===== src/hw/data_space_pkg.sv =====
package data_space_pkg;
  // ****************************************
  // program memory vectors
  // ****************************************
  localparam logic [23:0] VEC_RANGE_LO = 24'h00_0000;
  localparam logic [23:0] VEC_RANGE_HI = 24'h00_0020;
  localparam logic [23:0] RESET_FETCH_ADDR = 24'h00_0000;
  localparam logic [23:0] START_ADDR_WORD = 24'h00_0002;
  localparam logic [23:0] IVT_PRI_LO = 24'h00_0004;
  localparam logic [23:0] IVT_PRI_HI = 24'h00_00FF;
  localparam logic [23:0] IVT_ALT_LO = 24'h00_0100;
  localparam logic [23:0] IVT_ALT_HI = 24'h00_01FF;
  // config word bases, one per memory size
  localparam logic [23:0] CFG_BASE_0 = 24'h00_ABFA;
  localparam logic [23:0] CFG_BASE_1 = 24'h01_57FA;
  localparam logic [23:0] CFG_BASE_2 = 24'h02_0BFA;
  localparam logic [23:0] CFG_BASE_3 = 24'h02_ABFA;
  localparam int CFG_WORDS = 3;
  localparam logic [23:0] CFG_STEP = 24'h00_0002;
  // ****************************************
  // data space
  // ****************************************
  localparam int DATA_AW = 16;
  localparam int DATA_W = 16;
  localparam logic [15:0] IMPL_LIMIT = 16'h4000;
  localparam logic [15:0] NEAR_LIMIT = 16'h1FFF;
  localparam logic [15:0] SFR_LIMIT = 16'h07FF;
  localparam logic [15:0] SFR_BLOCK_BYTES = 16'h0020;
  localparam logic [15:0] TIMER_BLOCK = 16'h0100;
  localparam int SFR_BLOCK_SHIFT = 5;
  localparam int SFR_BLOCKS = 64;
  localparam logic [63:0] SFR_BLOCK_MAP = 64'h00F0_0000_0000_0303;
  localparam logic [15:0] BYTE_STEP = 16'h0001;
  localparam logic [15:0] WORD_STEP = 16'h0002;
  localparam int WINDOW_ENABLE_BIT = 2;
endpackage


===== src/hw/addr_gen_unit.sv =====
`timescale 1ns/1ps
module addr_gen_unit (
  // clock and reset
  input wire logic i_clk,
  input wire logic i_rst_n,
  // request
  input wire logic i_valid,
  input wire logic i_byte_op,
  input wire logic i_post_inc,
  input wire logic [15:0] i_base,
  // result
  output logic [15:0] o_addr,
  output logic [15:0] o_next_ptr,
  output logic o_misaligned
);
  // ****************************************
  // pointer update and alignment
  // ****************************************
  logic [15:0] next_ptr;
  always_comb begin
    next_ptr = i_base;
    if (i_post_inc) begin
      next_ptr = i_byte_op ? i_base + data_space_pkg::BYTE_STEP
                           : i_base + data_space_pkg::WORD_STEP;
    end
  end
  assign o_addr = i_base;
  assign o_misaligned = i_valid & ~i_byte_op & i_base[0];
  always_ff @(posedge i_clk) begin
    if (!i_rst_n) begin
      o_next_ptr <= 16'h0000;
    end else if (i_valid) begin
      o_next_ptr <= next_ptr;
    end
  end
endmodule // addr_gen_unit


===== src/hw/byte_lane_unit.sv =====
`timescale 1ns/1ps
module byte_lane_unit (
  // operation
  input wire logic i_byte_op,
  input wire logic i_addr_lsb,
  input wire logic [15:0] i_rd_word,
  input wire logic [15:0] i_wr_data,
  // result
  output logic [15:0] o_rd_data,
  output logic [15:0] o_wr_word,
  output logic [1:0] o_lane_we
);
  // ****************************************
  // lane select
  // ****************************************
  always_comb begin
    if (i_byte_op) begin
      o_rd_data = {8'h00, i_addr_lsb ? i_rd_word[15:8]
                                     : i_rd_word[7:0]};
      o_wr_word = {i_wr_data[7:0], i_wr_data[7:0]};
      o_lane_we = i_addr_lsb ? 2'b10 : 2'b01;
    end else begin
      o_rd_data = i_rd_word;
      o_wr_word = i_wr_data;
      o_lane_we = 2'b11;
    end
  end
endmodule // byte_lane_unit


===== src/hw/data_space_access_decode.sv =====
`timescale 1ns/1ps
// Summary of operation
// - vectors own program range 00000h to 00020h
// - fetch starts at zero after reset
// - two vector tables in low program memory
// - top three words copied to config on reset
// - config address depends on memory size
// - 16-bit address selects one byte
// - top address bit selects program window
// - outside 16 Kbytes reads return zero, except enabled window
// - low byte even, high byte odd
// - post increment by one or two
// - byte read selects lane onto low byte
// - shared word decode, separate lane strobes
// - odd word access raises address trap
// - misaligned read completes, write suppressed
// - byte load keeps register high byte
// - sign and zero extension of bytes
// - 13-bit direct field reaches near space
// - move uses full 16-bit direct address
// - register region unused addresses read zero
// - register region decoded in 32-byte blocks
// - separate read and write address units
// - window enable bit gates program window
module data_space_access_decode (
  // clock and reset
  input wire logic i_clk,
  input wire logic i_rst_n,
  // memory size select 0..3
  input wire logic [1:0] i_mem_size,
  // program window enable from core control
  input wire logic i_program_window_enable,
  // config copy
  input wire logic [15:0] i_cfg_rd_data,
  output logic [23:0] o_cfg_addr,
  output logic o_cfg_rd,
  output logic [15:0] o_cfg_word0,
  output logic [15:0] o_cfg_word1,
  output logic [15:0] o_cfg_word2,
  output logic o_cfg_done,
  // fetch
  output logic [23:0] o_fetch_addr,
  output logic o_vector_region,
  output logic o_ivt_region,
  // read request
  input wire logic i_rd_valid,
  input wire logic i_rd_byte,
  input wire logic i_rd_post_inc,
  input wire logic i_rd_direct,
  input wire logic i_rd_mov,
  input wire logic [15:0] i_rd_base,
  input wire logic [12:0] i_rd_near_field,
  // write request
  input wire logic i_wr_valid,
  input wire logic i_wr_byte,
  input wire logic i_wr_post_inc,
  input wire logic i_wr_direct,
  input wire logic i_wr_mov,
  input wire logic [15:0] i_wr_base,
  input wire logic [12:0] i_wr_near_field,
  input wire logic [15:0] i_wr_data,
  // memory side
  input wire logic [15:0] i_mem_rd_word,
  input wire logic [15:0] i_sfr_rd_word,
  input wire logic [15:0] i_window_rd_word,
  output logic [14:0] o_mem_word_addr,
  output logic [15:0] o_mem_wr_word,
  output logic [1:0] o_mem_lane_we,
  output logic [1:0] o_sfr_lane_we,
  output logic [5:0] o_sfr_block,
  output logic o_window_rd,
  // results
  output logic [15:0] o_rd_data,
  output logic [15:0] o_rd_next_ptr,
  output logic [15:0] o_wr_next_ptr,
  output logic o_addr_trap,
  // working register byte ops
  input wire logic [15:0] i_source_working_register,
  input wire logic [1:0] i_wreg_op,
  output logic [15:0] o_wreg_result
);
  // ****************************************
  // decode helpers
  // ****************************************
  function automatic logic [15:0] eff_addr(input logic direct,
      input logic mov, input logic [12:0] near, input logic [15:0] base);
    if (direct && !mov) begin
      eff_addr = {3'b000, near};
    end else begin
      eff_addr = base;
    end
  endfunction
  function automatic logic sfr_hit(input logic [15:0] a);
    logic [5:0] blk;
    blk = a[10:5];
    sfr_hit = (a <= data_space_pkg::SFR_LIMIT)
      && data_space_pkg::SFR_BLOCK_MAP[blk];
  endfunction
  function automatic logic mem_hit(input logic [15:0] a);
    mem_hit = (a < data_space_pkg::IMPL_LIMIT)
      && (a > data_space_pkg::SFR_LIMIT);
  endfunction

  // ****************************************
  // address generation units
  // ****************************************
  logic [15:0] rd_ea;
  logic [15:0] wr_ea;
  logic rd_mis;
  logic wr_mis;
  addr_gen_unit rd_unit (
    .i_clk(i_clk),
    .i_rst_n(i_rst_n),
    .i_valid(i_rd_valid),
    .i_byte_op(i_rd_byte),
    .i_post_inc(i_rd_post_inc),
    .i_base(eff_addr(i_rd_direct, i_rd_mov, i_rd_near_field, i_rd_base)),
    .o_addr(rd_ea),
    .o_next_ptr(o_rd_next_ptr),
    .o_misaligned(rd_mis)
  );
  addr_gen_unit wr_unit (
    .i_clk(i_clk),
    .i_rst_n(i_rst_n),
    .i_valid(i_wr_valid),
    .i_byte_op(i_wr_byte),
    .i_post_inc(i_wr_post_inc),
    .i_base(eff_addr(i_wr_direct, i_wr_mov, i_wr_near_field, i_wr_base)),
    .o_addr(wr_ea),
    .o_next_ptr(o_wr_next_ptr),
    .o_misaligned(wr_mis)
  );

  // ****************************************
  // read path
  // ****************************************
  logic rd_window;
  logic [15:0] rd_word;
  logic [15:0] rd_lane;
  assign rd_window = rd_ea[15] & i_program_window_enable;
  always_comb begin
    if (rd_window) begin
      rd_word = i_window_rd_word;
    end else if (!rd_ea[15] && sfr_hit(rd_ea)) begin
      rd_word = i_sfr_rd_word;
    end else if (!rd_ea[15] && mem_hit(rd_ea)) begin
      rd_word = i_mem_rd_word;
    end else begin
      rd_word = 16'h0000;
    end
  end
  byte_lane_unit rd_lanes (
    .i_byte_op(i_rd_byte),
    .i_addr_lsb(rd_ea[0]),
    .i_rd_word(rd_word),
    .i_wr_data(16'h0000),
    .o_rd_data(rd_lane),
    .o_wr_word(),
    .o_lane_we()
  );
  // misaligned read still completes
  always_ff @(posedge i_clk) begin
    if (!i_rst_n) begin
      o_rd_data <= 16'h0000;
    end else if (i_rd_valid) begin
      o_rd_data <= rd_lane;
    end
  end
  assign o_window_rd = i_rd_valid & rd_window;

  // ****************************************
  // write path
  // ****************************************
  logic [1:0] wr_lanes;
  logic wr_ok;
  byte_lane_unit wr_lane_sel (
    .i_byte_op(i_wr_byte),
    .i_addr_lsb(wr_ea[0]),
    .i_rd_word(16'h0000),
    .i_wr_data(i_wr_data),
    .o_rd_data(),
    .o_wr_word(o_mem_wr_word),
    .o_lane_we(wr_lanes)
  );
  assign wr_ok = i_wr_valid & ~wr_mis & ~wr_ea[15];
  assign o_mem_lane_we = (wr_ok && mem_hit(wr_ea))
    ? wr_lanes : 2'b00;
  assign o_sfr_lane_we = (wr_ok && sfr_hit(wr_ea))
    ? wr_lanes : 2'b00;
  assign o_mem_word_addr = i_wr_valid ? wr_ea[15:1] : rd_ea[15:1];
  assign o_sfr_block = i_wr_valid ? wr_ea[10:5] : rd_ea[10:5];

  // ****************************************
  // address error trap, after the instruction
  // ****************************************
  always_ff @(posedge i_clk) begin
    if (!i_rst_n) begin
      o_addr_trap <= 1'b0;
    end else begin
      o_addr_trap <= rd_mis | wr_mis;
    end
  end

  // ****************************************
  // working register byte operations
  // ****************************************
  always_comb begin
    case (i_wreg_op)
      2'd1: o_wreg_result = {i_source_working_register[15:8],
        rd_lane[7:0]};
      2'd2: o_wreg_result = {{8{i_source_working_register[7]}},
        i_source_working_register[7:0]};
      2'd3: o_wreg_result = {8'h00,
        i_source_working_register[7:0]};
      default: o_wreg_result = i_source_working_register;
    endcase
  end

  // ****************************************
  // reset configuration copy
  // ****************************************
  typedef enum logic [1:0] {CFG_READ, CFG_IDLE} cfg_state_e;
  cfg_state_e cfg_state;
  logic [1:0] cfg_idx;
  logic [23:0] cfg_base;
  always_comb begin
    case (i_mem_size)
      2'd0: cfg_base = data_space_pkg::CFG_BASE_0;
      2'd1: cfg_base = data_space_pkg::CFG_BASE_1;
      2'd2: cfg_base = data_space_pkg::CFG_BASE_2;
      default: cfg_base = data_space_pkg::CFG_BASE_3;
    endcase
  end
  assign o_cfg_addr = cfg_base
    + (data_space_pkg::CFG_STEP * {22'd0, cfg_idx});
  assign o_cfg_rd = (cfg_state == CFG_READ);
  always_ff @(posedge i_clk) begin
    if (!i_rst_n) begin
      cfg_state <= CFG_READ;
      cfg_idx <= 2'd0;
      o_cfg_word0 <= 16'h0000;
      o_cfg_word1 <= 16'h0000;
      o_cfg_word2 <= 16'h0000;
    end else begin
      case (cfg_state)
        CFG_READ: begin
          case (cfg_idx)
            2'd0: o_cfg_word0 <= i_cfg_rd_data;
            2'd1: o_cfg_word1 <= i_cfg_rd_data;
            default: o_cfg_word2 <= i_cfg_rd_data;
          endcase
          if (cfg_idx == 2'(data_space_pkg::CFG_WORDS - 1)) begin
            cfg_state <= CFG_IDLE;
          end
          cfg_idx <= cfg_idx + 2'd1;
        end
        default: cfg_state <= CFG_IDLE;
      endcase
    end
  end
  assign o_cfg_done = (cfg_state == CFG_IDLE);

  // ****************************************
  // fetch start and vector regions
  // ****************************************
  always_ff @(posedge i_clk) begin
    if (!i_rst_n) begin
      o_fetch_addr <= data_space_pkg::RESET_FETCH_ADDR;
    end else if (cfg_state == CFG_READ) begin
      o_fetch_addr <= data_space_pkg::RESET_FETCH_ADDR;
    end else begin
      o_fetch_addr <= data_space_pkg::START_ADDR_WORD;
    end
  end
  assign o_vector_region = (o_fetch_addr <= data_space_pkg::VEC_RANGE_HI)
    && (o_fetch_addr >= data_space_pkg::VEC_RANGE_LO);
  assign o_ivt_region = ((o_fetch_addr >= data_space_pkg::IVT_PRI_LO)
    && (o_fetch_addr <= data_space_pkg::IVT_PRI_HI))
    || ((o_fetch_addr >= data_space_pkg::IVT_ALT_LO)
    && (o_fetch_addr <= data_space_pkg::IVT_ALT_HI));
endmodule // data_space_access_decode


===== config.mk =====
export PLATFORM = sky130hd
export DESIGN_NAME = data_space_access_decode
export DESIGN_NICKNAME = d
export VERILOG_FILES = /design/src/hw/data_space_pkg.sv /design/src/hw/addr_gen_unit.sv /design/src/hw/byte_lane_unit.sv /design/src/hw/data_space_access_decode.sv
export SDC_FILE = /design/constraint.sdc
export NUM_CORES = 1
export LEC_CHECK = 0
export BUFFER_PORTS_ARGS = -buffer_cell sky130_fd_sc_hd__buf_2
export CAP_MARGIN = 15
export CORE_AREA = 4 4 145 147
export CTS_CLUSTER_DIAMETER = 30
export DETAILED_ROUTE_END_ITERATION = 8
export DIE_AREA = 0 0 149 151
export PLACE_DENSITY = 0.68
export SETUP_SLACK_MARGIN = 0.5
export SLEW_MARGIN = 20
export SYNTH_ARGS = -nofsm -noshare
export SYNTH_HDL_FRONTEND = slang
export SYNTH_SLANG_ARGS = --single-unit

===== constraint.sdc =====
create_clock -name i_clk -period 5.85 [get_ports i_clk]
set_input_delay 0.8775 -clock i_clk [delete_from_list [all_inputs] [get_ports i_clk]]
set_output_delay 0.8775 -clock i_clk [all_outputs]
set_load 0.03 [all_outputs]

==> results_dict.tcl <==
set metrics [dict create \
    status "completed" \
    yosys.area.top_type "dfxtp_1" \
    yosysSeqAreaShare 0.3071 \
    powerDensity_nw_per_um2 320.4 \
    synth_cells 844 \
    setup_viol_count_final 0 \
    setup.worst_path.start "i_rd_mov" \
    start_util 0.3307 \
    drt_iter0_drc 281 \
    finClkSkew_ns 0.005332 \
    cts_hold_buf 0 \
    finalMaxSlewViolations 0 \
    insertion_delay_ns 0.34 \
    p_leak_nw 4.031 \
    rows 52 \
    use_met1 0.2412 \
    worstPathArrival_ns 3.15 \
    antenna_found_initial 3 \
    worst_pin_slew_ns 0.9113 \
    drv_cap 0 \
    grt-ovfl-total 0 \
    port_buffers 345 \
    synth_compound_area_frac 0.2064 \
    antenna_left 0 \
    synth_area_per_cell_um2 7.801 \
    synth_seq_cells 101 \
    clockBufferDepth 2 \
    wl_um 24070 \
    cts_tree "built" \
    clock_sinks 101 \
    wire_per_inst_um 17.17 \
    core_um2 19910 \
    num_vias 6964 \
    synthAdderAreaFrac 0.02661 \
    clkTransAtPathRegs_ns 0.08 \
    cts_setup_buffers 0 \
    rrSetupSlack_ns 4.06 \
    setup_tns_ns 0 \
    yosys-mux-area-fraction 0.08932 \
    required_ns 4.97 \
    firstDrtPassIters 5 \
    use_met3 0.05057 \
    r2r_cells 5 \
    worstPathMaxFanout 23 \
    critPathCapture "o_wreg_result[4]" \
    met2_usage 0.3379 \
    hold_path.class "flip-flop to flip-flop" \
    area_delta_synth_final_pct 28.53 \
    synth_area_leaders "dfxtp_1 (31%), nand2_1 (8.8%), buf_4 (6.5%)" \
    yosysTopAreaCellShare 0.3071 \
    endpoint_kind "output port" \
    first_global_vias 6271 \
    synthXorXnorAreaFrac 0.02528 \
    gp_congestion 0.9250 \
    fin_area_um2 8462 \
    postPlaceCellArea_um2 8174 \
    fin_crit_ns 4.025 \
    dpl.hpwl_um 19490 \
    die_area_um2 22500 \
    fin_crit_sh 0.6880 \
    multi_input_area_um2 3968 \
    crit_type "primary input to output port" \
    final_nets 1311 \
    cts_resized 0 \
    max_freq_ghz 0.2485 \
    rsz0062_at_grt "false" \
    die_x_um 149 \
    seq_area_um2 2022 \
    synth_edf_count 0 \
    grtUsageTotal 0.1974 \
    hold_ws_ns 0.4509 \
    cts-root-buf "clkbuf_16" \
    yosysMostFrequentCell "nand2_1" \
    start_kind "primary input" \
    ioPinCount 378 \
    r2r_start "cfg_idx[0]$_SDFFE_PN0N_" \
    yosys_most_used_dff "dfxtp_1" \
    grt-busiest-layer "met2" \
    via_per_inst 4.967 \
    synth_cell_types 62 \
    die_y_um 151 \
    synthTopCellsByCount "nand2_1 (155), dfxtp_1 (101), buf_4 (57)" \
    reg2reg_to "o_cfg_word2[8]$_SDFFE_PN0P_" \
    htree_levels 3 \
    grt_pass1_wl_um 34820 \
    drc 0 \
    final-hold-violation-count 0 \
    async_flop_share 0 \
    synth_top_family_by_area "simple AND/OR/NAND/NOR gates" \
    irDropWorstVdd_mv 0.1236 \
    synth-simple-area-share 0.2355 \
    grt_max_degree 57 \
    relSlewSlack 0.3902 \
    ys_warn_count 0 \
    nFillCells 2093 \
    syn_area_um2 6584 \
    drive_gt1_frac 0.3484 \
    cts_buffers 9 \
]
## critical path: stages
cell      delay, ns
buf_2          0.12
nand2b_1       0.20
buf_4          0.26
nand3_1        0.61
nor2_1         0.28
nor2_1         0.06
a22oi_1        0.44
o21ai_1        0.10
buf_2          0.19
## per-stage QoR
step | instances | setup slack (ns) | utilization | power (mW)
floorplan | 874 | 2.186 | - | 1.786
global placement | 1385 | 1.659 | 0.4101 | 2.136
detailed placement | 1385 | 1.840 | 0.4106 | 2.151
CTS | 1401 | 1.830 | 0.4249 | 2.744
global route | 1402 | 1.577 | 0.4250 | 2.875
finish | 1402 | 1.825 | 0.4250 | 2.711
## cell usage in the layout (no fill, tap or decap), types with 16 or more instances in the layout
cell | netlist | final
nand3_1 | 20 | 20
dfxtp_1 | 101 | 101
o21ai_1 | 16 | 16
nand2b_1 | 16 | 16
o211ai_1 | 29 | 29
inv_1 | 19 | 19
nor2b_1 | 27 | 27
conb_1 | 2 | 32
buf_2 | 5 | 345
a21boi_0 | 24 | 24
nor2_1 | 38 | 38
a21boi_1 | 32 | 32
a21oi_1 | 23 | 23
nand2_1 | 155 | 155
mux2i_1 | 38 | 38
o21ai_0 | 42 | 42
## worst min-delay path by stage
stage	from	end	slack, ns	cells past startpoint
2_1_floorplan	cfg_idx[1]$_SDFFE_PN0N_	cfg_idx[1]$_SDFFE_PN0N_	0.54	2
3_3_place_gp	o_cfg_word1[8]$_SDFFE_PN0P_	o_cfg_word1[8]$_SDFFE_PN0P_	0.44	2
3_5_place_dp	o_cfg_word1[8]$_SDFFE_PN0P_	o_cfg_word1[8]$_SDFFE_PN0P_	0.44	2
4_1_cts	o_cfg_word1[8]$_SDFFE_PN0P_	o_cfg_word1[8]$_SDFFE_PN0P_	0.45	2
5_1_grt	o_cfg_word0[8]$_SDFFE_PN0P_	o_cfg_word0[8]$_SDFFE_PN0P_	0.47	2
6_report	o_cfg_word0[8]$_SDFFE_PN0P_	o_cfg_word0[8]$_SDFFE_PN0P_	0.45	2
## flip-flops by register name, summed over array words and instances, names as in the netlist
register	count
o_addr_trap	1
rd_unit.o_next_ptr	16
wr_unit.o_next_ptr	16
o_fetch_addr	1
cfg_state	1
o_cfg_word1	16
o_rd_data	16
o_cfg_word0	16
cfg_idx	2
o_cfg_word2	16
## power breakdown
group,internal (mW),leakage [nW],switching [mW]
registers,0.817,0.830,0.0699
logic,0.359,3.06,0.879
clock network,0.298,0.137,0.289
total,1.47,4.03,1.24
## routing by layer
metal  routed length (um)  part of all wire  vias to the layer above
li1                     -                 -                     3395
met1                 9720              0.40                     3209
met5                   21           0.00087                        -
met2                11600              0.48                      320
met3                 2112             0.088                       36
met4                  609             0.025                        4
## final cells by class
class                   count  share of cell area
diodes                      1           0.0002957
clock buffers              10             0.02706
clock inverters             6            0.006654
inverters                  20            0.008872
multi-input cells         643              0.4689
flip-flops and latches    101              0.2389
well taps                 270             0.03992
repair buffers            351              0.2094
## logic make-up (layout without fill, tap and decap cells)
family,after synthesis,count (layout)
and+or+nand+nor,317,317
adders and majority gates,14,14
muxes,56,56
xor gates and xnor gates,19,19
buffers and inverters,130,387
DFF,101,101
other,2,33
AOI/OAI and AO/OA,205,205
(Power assumes the default switching activity.)
